--- config.mk ---
export PLATFORM = sky130hd
export DESIGN_NAME = dccr_top
export DESIGN_NICKNAME = d
export VERILOG_FILES = /design/src/common/dccr_pkg.sv /design/src/rtl/dccr_clk_gen.sv /design/src/rtl/dccr_top.sv
export VERILOG_INCLUDE_DIRS = /design/src /design/src/common
export SDC_FILE = /design/constraint.sdc
export NUM_CORES = 1
export LEC_CHECK = 0
export ABC_CLOCK_PERIOD_IN_PS = 3800
export BUFFER_PORTS_ARGS = -buffer_cell sky130_fd_sc_hd__buf_2
export CAP_MARGIN = 20
export CORE_MARGIN = 4
export CORE_UTILIZATION = 36
export DETAILED_ROUTE_END_ITERATION = 10
export SLEW_MARGIN = 20
export SYNTH_ARGS = -nofsm -noshare
export SYNTH_HDL_FRONTEND = slang
export SYNTH_HIERARCHICAL = 1
export SYNTH_SLANG_ARGS = --single-unit
--- constraint.sdc ---
create_clock -name clk -period 3.8 [get_ports clk]
set_input_delay 0.95 -clock clk [delete_from_list [all_inputs] [get_ports clk]]
set_output_delay 0.95 -clock clk [all_outputs]
set_load 0.02 [all_outputs]
--- src/common/dccr_defines.svh ---
// register offsets, field positions, reset values and timing for the converter clock control
`ifndef DCCR_DEFINES_SVH
`define DCCR_DEFINES_SVH

// ----------------------------------------------------------------
// register offsets on the special-function-register bus
// ----------------------------------------------------------------
`define DCCR_CONVERTER_CLOCK_CONFIG_ADDR 8'h96
`define DCCR_REGULATOR_CONTROL_ADDR      8'hC9

// ----------------------------------------------------------------
// converter_clock_config fields
// ----------------------------------------------------------------
`define DCCR_CFG_SOURCE_BIT   0
`define DCCR_CFG_SLEEP_BIT    1
`define DCCR_CFG_PEAK_BIT     2
`define DCCR_CFG_INVERT_BIT   3
`define DCCR_CFG_SARINV_BIT   4
`define DCCR_CFG_DIV_LSB      5
`define DCCR_CFG_DIV_MSB      6
`define DCCR_CFG_RESERVED_BIT 7
`define DCCR_CFG_RESET        7'h00

// ----------------------------------------------------------------
// regulator_control fields
// ----------------------------------------------------------------
`define DCCR_REG_BIAS_BIT     4
`define DCCR_REG_RESET        8'h10

// ----------------------------------------------------------------
// timing: bias settle time and clock rate
// ----------------------------------------------------------------
`define DCCR_BIAS_SETTLE_NS   4000
`define DCCR_CLK_MHZ          250
`define DCCR_BIAS_SETTLE_CYC  ((`DCCR_BIAS_SETTLE_NS * `DCCR_CLK_MHZ + 999) / 1000)

`endif

--- src/common/dccr_pkg.sv ---
// types shared by the converter clock control modules
package dccr_pkg;

   // ----------------------------------------------------------------
   // converter_clock_config contents, bits 6 down to 0
   // ----------------------------------------------------------------
   typedef struct packed {
      logic [1:0] converter_clock_divide_select;  // 00 /1, 01 /2, 10 /4, 11 /8
      logic       sar_clock_invert_on_lock;       // 0 inverts sar clock under lock
      logic       converter_input_clock_invert;   // invert request, carried to the generator but never applied
      logic       peak_current_threshold_select;  // 0 low, 1 high
      logic       sleep_rail_connect_select;      // 0 battery, 1 floating
      logic       converter_clock_source_select;  // 0 local osc, 1 system clock
   } dccr_conv_cfg_t;

   // ----------------------------------------------------------------
   // clock path settings used by the clock generator
   // ----------------------------------------------------------------
   typedef struct packed {
      logic       converter_clock_source_select;
      logic       converter_input_clock_invert;
      logic [1:0] converter_clock_divide_select;
   } dccr_clk_cfg_t;

   // clock generator states, one-hot
   typedef enum logic [2:0] {
      DCCR_ST_RUN   = 3'b001,  // settings stable
      DCCR_ST_DRAIN = 3'b010,  // finish the current period
      DCCR_ST_LOAD  = 3'b100   // take new settings at the boundary
   } dccr_cg_state_t;

   // clock generator state
   typedef struct packed {
      dccr_cg_state_t fsm;
      dccr_clk_cfg_t  act;
      logic [2:0]     cnt;
      logic           tick;
   } dccr_cg_reg_t;

   // top level state
   typedef struct packed {
      dccr_conv_cfg_t cfg;
      logic           bias_force;
      logic [7:0]     rdata;
      logic [1:0]     osc_sync;
      logic           osc_prev;
      logic [9:0]     settle_cnt;
      logic           bias_ready;
      logic           bias_on;
      logic           reg_en;
      logic           rail_bat;
      logic           rail_float;
      logic           peak_high;
      logic           sar_tick;
      logic           sar_inv;
      logic           sar_lock;
      logic           track_en;
   } dccr_top_reg_t;

   // last count value of a divide-by-2^sel period
   function automatic logic [2:0] dccr_div_last(input logic [1:0] sel);
      logic [3:0] n;
      n = 4'h1 << sel;
      return 3'(n - 4'h1);
   endfunction

endpackage

--- src/rtl/dccr_clk_gen.sv ---
// converter clock generator: source select, divider and boundary-aligned switching
`timescale 1ns/1ps
`include "dccr_defines.svh"

module dccr_clk_gen
   import dccr_pkg::*;
(
   // clock and reset
   input  wire logic          clk,
   input  wire logic          reset_n,
   input  wire logic          ce,
   // requested settings and local oscillator edge
   input  wire dccr_clk_cfg_t cfg_req,
   input  wire logic          osc_edge,
   // generated converter clock
   output      logic          tick,
   output      dccr_clk_cfg_t cfg_act
);

   dccr_cg_reg_t r;       // registered state
   dccr_cg_reg_t next_r;  // next state
   logic         tick_now;

   // ----------------------------------------------------------------
   // next state: tick per period, settings change only at a boundary
   // ----------------------------------------------------------------
   always_comb begin
      next_r = r;
      // system clock path counts cycles, otherwise follow the oscillator
      if (r.act.converter_clock_source_select) begin
         tick_now = (r.cnt == dccr_div_last(r.act.converter_clock_divide_select));
      end else begin
         tick_now = osc_edge;
      end
      next_r.tick = 1'b0;
      case (r.fsm)
         DCCR_ST_RUN: begin
            next_r.tick = tick_now;
            next_r.cnt  = tick_now ? 3'h0 : 3'(r.cnt + 3'h1);
            if (cfg_req != r.act) begin
               next_r.fsm = DCCR_ST_DRAIN;
            end
         end
         DCCR_ST_DRAIN: begin
            // let the running period end before switching
            next_r.tick = tick_now;
            next_r.cnt  = tick_now ? 3'h0 : 3'(r.cnt + 3'h1);
            if (tick_now) begin
               next_r.fsm = DCCR_ST_LOAD;
            end
         end
         DCCR_ST_LOAD: begin
            // new settings start a fresh period
            next_r.act = cfg_req;
            next_r.cnt = 3'h0;
            next_r.fsm = DCCR_ST_RUN;
         end
         default: begin
            next_r.fsm = DCCR_ST_RUN;
         end
      endcase
   end

   // ----------------------------------------------------------------
   // state register, frozen while ce is low
   // ----------------------------------------------------------------
   always_ff @(posedge clk or negedge reset_n) begin
      if (!reset_n) begin
         r <= '{fsm: DCCR_ST_RUN, act: '0, cnt: 3'h0, tick: 1'b0};
      end else if (ce) begin
         r <= next_r;
      end
   end

   assign tick    = r.tick;
   assign cfg_act = r.act;

   // ----------------------------------------------------------------
   // checks
   // ----------------------------------------------------------------
   div_rate_a: assert property (@(posedge clk) disable iff (!reset_n)
      (ce && r.fsm != DCCR_ST_LOAD && r.act.converter_clock_source_select
       && r.cnt != dccr_div_last(r.act.converter_clock_divide_select)) |=> !tick)
      else $error("converter tick outside divider boundary");

   osc_follow_a: assert property (@(posedge clk) disable iff (!reset_n)
      (ce && r.fsm != DCCR_ST_LOAD && !r.act.converter_clock_source_select) |=> (tick == $past(osc_edge)))
      else $error("local oscillator tick mismatch");

   switch_edge_a: assert property (@(posedge clk) disable iff (!reset_n)
      (r.act != $past(r.act)) |-> ($past(r.fsm) == DCCR_ST_LOAD))
      else $error("clock settings changed inside a period");

endmodule

--- src/rtl/dccr_top.sv ---
// converter clock and regulator control: registers, clock path, sleep and bias outputs
// Operation
// - system clock source divides by 1/2/4/8
// - divider ignored on local oscillator
// - source bit picks oscillator or system clock
// - invert bit stored and passed on, not applied to the clock path
// - under lock sar clock inverted when bit 0
// - sar invert bit ignored without lock
// - peak threshold bit drives analog stage
// - sleep rail: battery when 0, floating when 1
// - config top bit reads zero, write zero
// - bias bit forces oscillator bias on
// - regulator off in sleep, on in suspend
// - control bits 3:1 and 7 read zero
// - reserved control bits read zero, write zero
// - locked sar tracks in quiet interval
`timescale 1ns/1ps
`include "dccr_defines.svh"

module dccr_top
   import dccr_pkg::*;
#(
   parameter int SETTLE_CYCLES = `DCCR_BIAS_SETTLE_CYC  // bias settle time in clocks
)
(
   // clock, reset, enable
   input  wire logic          clk,
   input  wire logic          reset_n,
   input  wire logic          ce,

   // register port
   input  wire logic [7:0]    sfr_addr,
   input  wire logic          sfr_wr,
   input  wire logic          sfr_rd,
   input  wire logic [7:0]    sfr_wdata,
   output      logic [7:0]    sfr_rdata,

   // system state, same clock domain
   input  wire logic          sync_enable,
   input  wire logic          converter_enable,
   input  wire logic          sleep_mode,
   input  wire logic          suspend_mode,
   input  wire logic          osc_in_use,
   input  wire logic          quiet_interval,

   // local oscillator pin, asynchronous
   input  wire logic          local_osc_in,

   // converter clock
   output      logic          conv_clk_tick,
   output      dccr_clk_cfg_t conv_clk_active,

   // analog sampler clocking
   output      logic          sar_clk_tick,
   output      logic          sar_clk_invert,
   output      logic          sar_lock,
   output      logic          adc_track_en,

   // analog controls
   output      logic          peak_current_high,
   output      logic          rail_battery,
   output      logic          rail_float,
   output      logic          regulator_enable,
   output      logic          osc_bias_on,
   output      logic          osc_bias_ready
);

   // ----------------------------------------------------------------
   // parameter check
   // ----------------------------------------------------------------
   if (SETTLE_CYCLES < 1 || SETTLE_CYCLES > 1023) begin : g_bad_settle
      $error("SETTLE_CYCLES must be 1 to 1023");
   end

   // last settle count before ready
   localparam logic [9:0] SETTLE_LAST = 10'(SETTLE_CYCLES - 1);

   dccr_top_reg_t  r;         // registered state
   dccr_top_reg_t  next_r;    // next state
   dccr_clk_cfg_t  clk_req;   // requested clock path settings
   logic           gen_tick;  // converter tick from generator
   logic           osc_edge;  // rising edge of the local oscillator
   logic           cfg_wr;    // write to converter_clock_config
   logic           reg_wr;    // write to regulator_control
   logic           cfg_rd;    // read of converter_clock_config
   logic           reg_rd;    // read of regulator_control

   // ----------------------------------------------------------------
   // address decode
   // ----------------------------------------------------------------
   assign cfg_wr = sfr_wr && (sfr_addr == `DCCR_CONVERTER_CLOCK_CONFIG_ADDR);
   assign reg_wr = sfr_wr && (sfr_addr == `DCCR_REGULATOR_CONTROL_ADDR);

   // read strobes
   assign cfg_rd = sfr_rd && (sfr_addr == `DCCR_CONVERTER_CLOCK_CONFIG_ADDR);
   assign reg_rd = sfr_rd && (sfr_addr == `DCCR_REGULATOR_CONTROL_ADDR);

   // edge seen on the second synchroniser stage only
   assign osc_edge = r.osc_sync[1] && !r.osc_prev;

   // clock path request straight from the register
   assign clk_req.converter_clock_source_select = r.cfg.converter_clock_source_select;
   assign clk_req.converter_input_clock_invert  = r.cfg.converter_input_clock_invert;
   assign clk_req.converter_clock_divide_select = r.cfg.converter_clock_divide_select;

   // ----------------------------------------------------------------
   // clock generator
   // ----------------------------------------------------------------
   // settings switch only at a period end
   dccr_clk_gen u_clk_gen (
      .clk     (clk),
      .reset_n (reset_n),
      .ce      (ce),
      .cfg_req (clk_req),
      .osc_edge(osc_edge),
      .tick    (gen_tick),
      .cfg_act (conv_clk_active)
   );

   // ----------------------------------------------------------------
   // next state
   // ----------------------------------------------------------------
   always_comb begin
      next_r = r;

      // two-stage synchroniser and edge history
      next_r.osc_sync = {r.osc_sync[0], local_osc_in};
      next_r.osc_prev = r.osc_sync[1];

      // register writes; top config bit is never stored
      if (cfg_wr) begin
         // low seven bits are stored
         next_r.cfg = dccr_conv_cfg_t'(sfr_wdata[`DCCR_CFG_DIV_MSB:0]);
      end
      // only the bias bit is kept, unused and reserved bits are dropped
      if (reg_wr) begin
         // bias bit only
         next_r.bias_force = sfr_wdata[`DCCR_REG_BIAS_BIT];
      end

      // read data, registered, unmapped reads give zero
      if (cfg_rd) begin
         // top bit forced low
         next_r.rdata = {1'b0, r.cfg};
      end else if (reg_rd) begin
         // bias bit, rest zero
         next_r.rdata = 8'h00;
         next_r.rdata[`DCCR_REG_BIAS_BIT] = r.bias_force;
      end else if (sfr_rd) begin
         // unmapped address
         next_r.rdata = 8'h00;
      end

      // analog controls follow the new register contents
      next_r.peak_high  = next_r.cfg.peak_current_threshold_select;

      // sleep rail only while enabled and asleep
      next_r.rail_bat   = converter_enable && sleep_mode
                          && !next_r.cfg.sleep_rail_connect_select;
      next_r.rail_float = converter_enable && sleep_mode
                          && next_r.cfg.sleep_rail_connect_select;

      // regulator off only in sleep, suspend keeps it on
      next_r.reg_en = !sleep_mode;

      // bias forced on, or on while the oscillator needs it
      next_r.bias_on = next_r.bias_force || osc_in_use;

      // settle timer restarts whenever the bias turns on
      if (!next_r.bias_on) begin
         // bias off, never ready
         next_r.settle_cnt = 10'h000;
         next_r.bias_ready = 1'b0;
      end else if (!r.bias_on) begin
         // turn-on edge restarts the count
         next_r.settle_cnt = 10'h000;
         next_r.bias_ready = 1'b0;
      end else if (!r.bias_ready) begin
         // settling, ready on the last count
         next_r.settle_cnt = 10'(r.settle_cnt + 10'h001);
         next_r.bias_ready = (r.settle_cnt == SETTLE_LAST);
      end

      // sampler clocking locked to the converter only under sync
      next_r.sar_lock = sync_enable;
      // sampler tick one cycle behind the converter
      next_r.sar_tick = sync_enable && gen_tick;
      // invert bit only counts under lock
      next_r.sar_inv  = sync_enable && !next_r.cfg.sar_clock_invert_on_lock;
      // tracking free when not locked
      next_r.track_en = sync_enable ? quiet_interval : 1'b1;
   end

   // ----------------------------------------------------------------
   // state register, frozen while ce is low
   // ----------------------------------------------------------------
   always_ff @(posedge clk or negedge reset_n) begin
      if (!reset_n) begin
         // register reset values
         r            <= '0;
         r.cfg        <= dccr_conv_cfg_t'(`DCCR_CFG_RESET);
         r.bias_force <= 1'b1;
         r.bias_on    <= 1'b1;
         r.reg_en     <= 1'b1;
         r.track_en   <= 1'b1;
      end else if (ce) begin
         // all state holds while ce is low
         r <= next_r;
      end
   end

   // ----------------------------------------------------------------
   // outputs, all from flip-flops
   // ----------------------------------------------------------------
   assign sfr_rdata         = r.rdata;

   // converter tick is already a flop
   assign conv_clk_tick     = gen_tick;

   // sampler clocking
   assign sar_clk_tick      = r.sar_tick;
   assign sar_clk_invert    = r.sar_inv;
   assign sar_lock          = r.sar_lock;
   assign adc_track_en      = r.track_en;

   // analog controls
   assign peak_current_high = r.peak_high;
   assign rail_battery      = r.rail_bat;
   assign rail_float        = r.rail_float;
   assign regulator_enable  = r.reg_en;
   assign osc_bias_on       = r.bias_on;
   assign osc_bias_ready    = r.bias_ready;

   // ----------------------------------------------------------------
   // checks
   // ----------------------------------------------------------------
   reg_sleep_off_a: assert property (@(posedge clk) disable iff (!reset_n)
      (ce && sleep_mode) |=> !regulator_enable)
      else $error("regulator on during sleep");

   reg_suspend_on_a: assert property (@(posedge clk) disable iff (!reset_n)
      (ce && !sleep_mode && suspend_mode) |=> regulator_enable)
      else $error("regulator off during suspend");

   cfg_top_zero_a: assert property (@(posedge clk) disable iff (!reset_n)
      (ce && cfg_rd) |=> (sfr_rdata == {1'b0, $past(r.cfg)}))
      else $error("config read data wrong");

   ctl_unused_zero_a: assert property (@(posedge clk) disable iff (!reset_n)
      (ce && reg_rd) |=> (sfr_rdata[3:1] == 3'h0 && !sfr_rdata[7]))
      else $error("unused control bits not zero");

   ctl_reserved_zero_a: assert property (@(posedge clk) disable iff (!reset_n)
      (ce && reg_rd) |=> (sfr_rdata[6:5] == 2'h0 && !sfr_rdata[0]))
      else $error("reserved control bits not zero");

   peak_follow_a: assert property (@(posedge clk) disable iff (!reset_n)
      (ce && cfg_wr) |=> (peak_current_high == $past(sfr_wdata[`DCCR_CFG_PEAK_BIT])))
      else $error("peak threshold select not applied");

   rail_select_a: assert property (@(posedge clk) disable iff (!reset_n)
      (ce && !cfg_wr && converter_enable && sleep_mode)
      |=> (rail_float == $past(r.cfg.sleep_rail_connect_select)) && (rail_battery != rail_float))
      else $error("sleep rail connection wrong");

   sar_inv_lock_a: assert property (@(posedge clk) disable iff (!reset_n)
      (ce && !cfg_wr && sync_enable) |=> (sar_clk_invert == !$past(r.cfg.sar_clock_invert_on_lock)))
      else $error("sar clock inversion wrong under lock");

   sar_inv_free_a: assert property (@(posedge clk) disable iff (!reset_n)
      (ce && !sync_enable) |=> !sar_clk_invert && !sar_clk_tick)
      else $error("sar invert active without lock");

   bias_force_a: assert property (@(posedge clk) disable iff (!reset_n)
      (ce && !reg_wr && r.bias_force) |=> osc_bias_on)
      else $error("bias off while forced");

   bias_settle_a: assert property (@(posedge clk) disable iff (!reset_n)
      (ce && !r.bias_on && next_r.bias_on) ##1 ce |=> !osc_bias_ready)
      else $error("bias ready before settle time");

   track_quiet_a: assert property (@(posedge clk) disable iff (!reset_n)
      (ce && sync_enable) |=> (adc_track_en == $past(quiet_interval)))
      else $error("tracking window not locked to quiet time");

   sar_tick_lock_a: assert property (@(posedge clk) disable iff (!reset_n)
      (ce && sync_enable) |=> (sar_clk_tick == $past(gen_tick)))
      else $error("sampler tick not locked to converter tick");

   sar_lock_follow_a: assert property (@(posedge clk) disable iff (!reset_n)
      ce |=> (sar_lock == $past(sync_enable)))
      else $error("sampler lock does not follow sync");

   rail_awake_a: assert property (@(posedge clk) disable iff (!reset_n)
      (ce && !(converter_enable && sleep_mode)) |=> (!rail_battery && !rail_float))
      else $error("sleep rail switched while awake");

   bias_ready_off_a: assert property (@(posedge clk) disable iff (!reset_n)
      !osc_bias_on |-> !osc_bias_ready)
      else $error("bias ready while bias off");

endmodule

==> results of run 1 <==
[critical path, cell delays in order]
cell and delay (ns):
buf_2 0.10, or4b_4 0.57, o41ai_4 0.70, nor3b_4 0.17, a32o_1 0.31
[sequential cells by signal (all words and copies together) (netlist names), 2 cells and up]
name and cells:
r 14, sfr_rdata 7, next_r 2, clk_req 4, u_clk_gen/cfg_act 4, u_clk_gen/r 6
[cells by family (layout without fill, tap and decap cells)]
logic type      after synthesis  in the layout  share of synthesized area, %
simple gates                 71             71                          15.8
xor+xnor                      5              5                          1.75
other cells                   1              1                         0.150
mux                          19             19                          8.39
flops                        48             48                          48.2
compound gates               53             53                          17.4
buf+inv                      32             72                          7.34
fa+ha+maj                     2              2                         0.998
[metal layers]
| layer | vias to the layer above | GRT usage (%) | part of all wire (%) |
|---|---|---|---|
| li1 | 911 | - | - |
| met1 | 924 | 15.9 | 46 |
| met2 | 40 | 21.6 | 48 |
| met3 | 5 | 2.98 | 4.8 |
| met4 | 0 | 4.15 | 0.74 |
| met5 | - | 0 | 0 |
[area by class of cell]
type	count	area, um2
Multi-Input combinational cell	151	1110
Clock buffer	7	86.3
Sequential cell	48	1210
Inverter	15	56.3
Clock inverter	1	7.51
Timing Repair Buffer	49	250
Tap cell	96	120
Fill cell	686	3950
[power by group through the flow]
stage | clock network [mW] | registers [mW] | logic, mW
finish | 0.317 | 0.589 | 0.183
global route | 0.355 | 0.597 | 0.208
CTS | 0.332 | 0.589 | 0.186
detailed placement | 0 | 0.599 | 0.185
global placement | 0 | 0.597 | 0.180
floorplan | 0 | 0.603 | 0.116
[Yosys cell counts, types with 2 or more instances]
library cell  number
dfrtp_1           43
o31ai_1            8
buf_4             13
buf_6              2
o22ai_1            3
o21ai_0            7
nor4_1             6
nand3_1            5
dfstp_2            5
a21oi_1            5
clkbuf_1           2
nand4b_1           4
a31oi_1            2
nor2_1            16
a22o_1             6
nand2_1           12
or2_2              2
a22o_2             7
inv_1             15
a21o_1             4
mux2i_1            3
and3_1             2
ha_1               2
a41o_1             2
mux2_2            16
nor3_1             8
nand4_1            2
nor2b_1            5
xor2_1             5
nand2b_1           2
[worst paths after layout]
check / from / cells past startpoint / slack [ns] / endpoint
max: sfr_addr[2] / 5 / 1.18 / r[11]
max in group asynchronous: reset_n / 2 / 2.32 / osc_bias_on
min reg2reg: regulator_enable / 2 / 0.46 / regulator_enable
min in group asynchronous: reset_n / 1 / 0.72 / u_clk_gen/cfg_act[1]
max reg2reg: u_clk_gen/r[10] / 4 / 2.07 / u_clk_gen/cfg_act[1]
min: regulator_enable / 2 / 0.46 / regulator_enable
[stage by stage]
stage          setup slack (ns)  hold slack, ns  cell area, um2  power, mW  util (%)
3_5_place_dp              0.846           0.458            2750      0.784      40.5
4_1_cts                    1.19           0.468            2840       1.11      41.8
6_report                   1.18           0.465            2840       1.09      41.8
2_1_floorplan              1.23           0.451            2510      0.719         -
3_3_place_gp              0.895           0.451            2750      0.777      40.5
5_1_grt                    1.12           0.508            2840       1.16      41.8
==> impl_metrics.env, run 1 <==
export IMPL_status="finished clean"
export IMPL_period_minus_slack_ns=2.62
export IMPL_first_iter_violations=73
export IMPL_via_per_inst=5.12
export IMPL_synth_seq_cells=48
export IMPL_share_comb_of_total_power_pct=16.8
export IMPL_syn_num_nets=261
export IMPL_netlist_top_cell_by_area="dfrtp_1"
export IMPL_seq_power_share_pct=54.1
export IMPL_layout_common_cells="buf_2 (47), dfrtp_1 (43), mux2_2 (16), nor2_1 (16), inv_1 (15)"
export IMPL_synth_top_area_share_pct=42.9
export IMPL_period_share_pct=68.9
export IMPL_synth_warnings=6
export IMPL_intPower_uw=779
export IMPL_io_pins=51
export IMPL_cts_root_buffer="clkbuf_8"
export IMPL_die_area_mm2=0.00836
export IMPL_end_kind="flip-flop"
export IMPL_gp_congestion=0.758
export IMPL_syn2layout_area_growth_pct=13.4
export IMPL_yosysUniqueCellTypes=47
export IMPL_p_leak_nw=1.40
export IMPL_via_count=1880
export IMPL_layout_commonest_cell="buf_2"
export IMPL_syn_inst=231
export IMPL_routed_wl_um=5120
export IMPL_tightest_slew_ns=0.787
export IMPL_cp_required_ns=3.99
export IMPL_std_cell_rows=30
export IMPL_drv_cap=0
export IMPL_grt_overflow=0
export IMPL_slew_violations=0
export IMPL_dpl_hpwl_um=3710
export IMPL_drive_gt1_share_pct=34.7
export IMPL_post_cts_resized=0
export IMPL_cts_buffers=5
export IMPL_fp_dieW_um=91.4
export IMPL_wl_per_cell_um=14.0
export IMPL_grt_usage_pct=12.7
export IMPL_clock_sinks=48
export IMPL_first_pass_iters=4
export IMPL_clk_pin_slew_worst_paths_ns=0.08
export IMPL_cp_start_kind="input port"
export IMPL_clockPowerShare_pct=29.1
export IMPL_fin_cells=367
export IMPL_syn_area_mm2=0.00251
export IMPL_setup_viol=0
export IMPL_synth_edf_count=0
export IMPL_cts_hold_buf=0
export IMPL_grt_setup_unrepaired="false"
export IMPL_grt_pass1_vias=1859
export IMPL_hold_viol=0
export IMPL_tns_ns=0
export IMPL_antenna_found_initial=0
export IMPL_p_sw_share_pct=28.5
export IMPL_grt_max_degree=36
export IMPL_drc=0
export IMPL_port_buffers=47
export IMPL_cts_path_max_buffers=2
export IMPL_vdd_drop_max_mv=0.140
export IMPL_net_switching_power_uw=310
export IMPL_ys_flop_type="dfrtp_1"
export IMPL_final_nets=300
export IMPL_maxSlewHeadroom_pct=47.5
export IMPL_power_density_mw_per_mm2=383
export IMPL_crit_type="in2reg"
export IMPL_antenna_cells=0
export IMPL_ys_seq_area_share_pct=48.2
export IMPL_cts_setup_buffers=0
export IMPL_clk_latency_ns=0.30
export IMPL_hp_class="reg2reg"
export IMPL_drtAntennaViolNets=0
export IMPL_initial_core_util_pct=36.9
export IMPL_ys_async_sr_fraction_pct=100
export IMPL_grt_pass1_wl_um=8750
export IMPL_htreeDepth=2
export IMPL_cts_tree="yes"
export IMPL_crit_arrival_ns=2.80
export IMPL_skew_ns=0.00459
export IMPL_place_inst=359
export IMPL_max_freq_ghz=0.382
export IMPL_core_mm2=0.00679
export IMPL_syn_area_per_cell_um2=10.8
export IMPL_synthTopCellsByArea="dfrtp_1 (43%), mux2_2 (7.2%), dfstp_2 (5.2%)"
export IMPL_crit_fanout=10
export IMPL_die_h_um=91.4
No activity file was read; power rests on OpenSTA's default activity.
==> run 2: changes to the inputs <==
- ABC_CLOCK_PERIOD_IN_PS: 3800 -> 2750
- clock period: 3.8 -> 2.75 ns (I/O delays scaled with it)
==> impl_metrics.env, run 2 (same netlist as run 1, synthesis figures left out) <==
export IMPL_cts_hold_buf=0
export IMPL_max_freq_ghz=0.454
export IMPL_tightest_slew_ns=0.606
export IMPL_startpoint="sfr_addr[2]"
export IMPL_grt_usage_pct=13.0
export IMPL_crit_type="in2reg"
export IMPL_status="finished clean"
export IMPL_net_switching_power_uw=439
export IMPL_cts_path_max_buffers=2
export IMPL_r2r_end="u_clk_gen/cfg_act[3]"
export IMPL_via_count=1842
export IMPL_layout_common_cells="buf_2 (47), dfrtp_1 (43), mux2_2 (16), nor2_1 (16), inv_1 (15)"
export IMPL_crit_fanout=11
export IMPL_cts_tree="yes"
export IMPL_drtAntennaViolNets=0
export IMPL_timing_hold_ws_ns=0.464
export IMPL_htreeDepth=2
export IMPL_place_ws_ns=0.216
export IMPL_dpl_hpwl_um=3740
export IMPL_cp_cell_sequence="buf_2 > or4b_4 > o31a_2 > nor3b_4 > a32o_1"
export IMPL_clk_latency_ns=0.30
export IMPL_period_share_pct=80.1
export IMPL_maxSlewHeadroom_pct=59.6
export IMPL_gp_congestion=0.793
export IMPL_fp_dieW_um=91.4
export IMPL_clock_sinks=48
export IMPL_cp_required_ns=2.99
export IMPL_via_per_inst=4.99
export IMPL_first_iter_violations=93
export IMPL_clockPowerShare_pct=36.4
export IMPL_worst_r2r_path_depth=4
export IMPL_routed_wl_um=5120
export IMPL_slew_violations=0
export IMPL_drv_cap=0
export IMPL_std_cell_rows=30
export IMPL_post_cts_resized=0
export IMPL_r2r_slack_ns=0.97
export IMPL_share_comb_of_total_power_pct=15.1
export IMPL_port_buffers=47
export IMPL_critical_path_top_delay_family="simple AND/OR/NAND/NOR gates"
export IMPL_die_h_um=91.4
export IMPL_final_area_mm2=0.00290
export IMPL_wl_per_cell_um=13.9
export IMPL_initial_core_util_pct=36.9
export IMPL_seqCellArea_mm2=0.00121
export IMPL_grt_pass1_vias=1854
export IMPL_first_pass_iters=4
export IMPL_power_density_mw_per_mm2=579
export IMPL_setup_viol=0
export IMPL_antenna_found_initial=0
export IMPL_period_minus_slack_ns=2.20
export IMPL_grt_overflow=0
export IMPL_cts_root_buffer="clkbuf_8"
export IMPL_total_power_mw=1.68
export IMPL_grt_pass1_wl_um=8930
export IMPL_antenna_cells=0
export IMPL_place_area_mm2=0.00276
export IMPL_p_leak_nw=1.44
export IMPL_num_fill_cells=655
export IMPL_hp_class="in2async"
export IMPL_drive_gt1_share_pct=35.5
export IMPL_skew_ns=0.0107
export IMPL_seq_power_share_pct=48.5
export IMPL_largest_register_ffs=14
export IMPL_grt_max_degree=49
export IMPL_multi_input_area_mm2=0.00111
export IMPL_final_nets=302
export IMPL_drc=0
export IMPL_clk_pin_slew_worst_paths_ns=0.10
export IMPL_cp_num_buf_inv=1
export IMPL_die_area_mm2=0.00836
export IMPL_grt_setup_unrepaired="false"
export IMPL_cp_start_kind="input port"
export IMPL_tns_ns=0
export IMPL_cts_setup_buffers=0
export IMPL_setup_slack_ns=0.547
export IMPL_vdd_drop_max_mv=0.235
export IMPL_syn2layout_area_growth_pct=15.8
export IMPL_p_sw_share_pct=26.1
export IMPL_core_mm2=0.00679
export IMPL_intPower_mw=1.24
export IMPL_slowest_delay_ns=0.57
export IMPL_layout_commonest_cell="buf_2"
export IMPL_end_kind="flip-flop"
export IMPL_crit_slowest_cell="or4b_4"
export IMPL_top_register="r"
export IMPL_io_pins=51
export IMPL_r2r_start="u_clk_gen/r[10]"
export IMPL_crit_arrival_ns=2.44
export IMPL_cts_buffers=5
export IMPL_hold_viol=0
## run 2: cell count changes in the layout (fill, tap and decap cells not counted), sizes merged
cell / previous run / this run
buf: 49 / 51
bufinv: 0 / 2
clkbuf: 7 / 5
clkinvlp: 1 / 0
inv: 15 / 16
## run 2: worst register-to-register path: cells and delay by family (launching register included)
family,cells,cell delay [ns]
muxes,1,0.37
buffers and inverters,1,0.11
DFF,1,0.43
and+or+nand+nor,2,0.76
## run 2: power groups by stage
| stage | clock network [mW] | logic, mW | registers (mW) |
|---|---|---|---|
| 2_1_floorplan | 0 | 0.160 | 0.834 |
| 3_3_place_gp | 0 | 0.252 | 0.826 |
| 3_5_place_dp | 0 | 0.258 | 0.828 |
| 4_1_cts | 0.628 | 0.259 | 0.814 |
| 5_1_grt | 0.664 | 0.289 | 0.826 |
| 6_report | 0.611 | 0.253 | 0.814 |
## run 2: cell type report
cell class	instances	area share, %
Sequential cell	48	41.6
Multi-Input combinational cell	151	38.4
Timing Repair Buffer	51	9.14
Tap cell	96	4.14
Clock buffer	5	2.37
Clock inverter	3	2.37
Inverter	15	1.94
## run 2: routing by layer
| layer | GRT usage [%] | part of all wire, % |
|---|---|---|
| met3 | 2.90 | 4.4 |
| met4 | 3.02 | 0.86 |
| met2 | 20.1 | 46 |
| met1 | 18.4 | 49 |
| met5 | 0 | 0 |
## run 2: stage by stage
stage | utilization [%] | instances
final | 42.7 | 369
after global routing | 42.7 | 369
after CTS | 42.7 | 369
after detailed placement | 40.7 | 361
after global placement | 40.7 | 361
after floorplan | - | 231
## run 2: worst max-delay path by stage
stage                     endpoint  slack (ns)  cells after the start
final                        r[11]        0.55                      5
after global routing         r[13]        0.48                      5
after detailed placement     r[11]        0.22                      5
after global placement       r[11]        0.24                      5
after CTS                    r[11]        0.54                      5
after floorplan              r[11]        0.44                      4
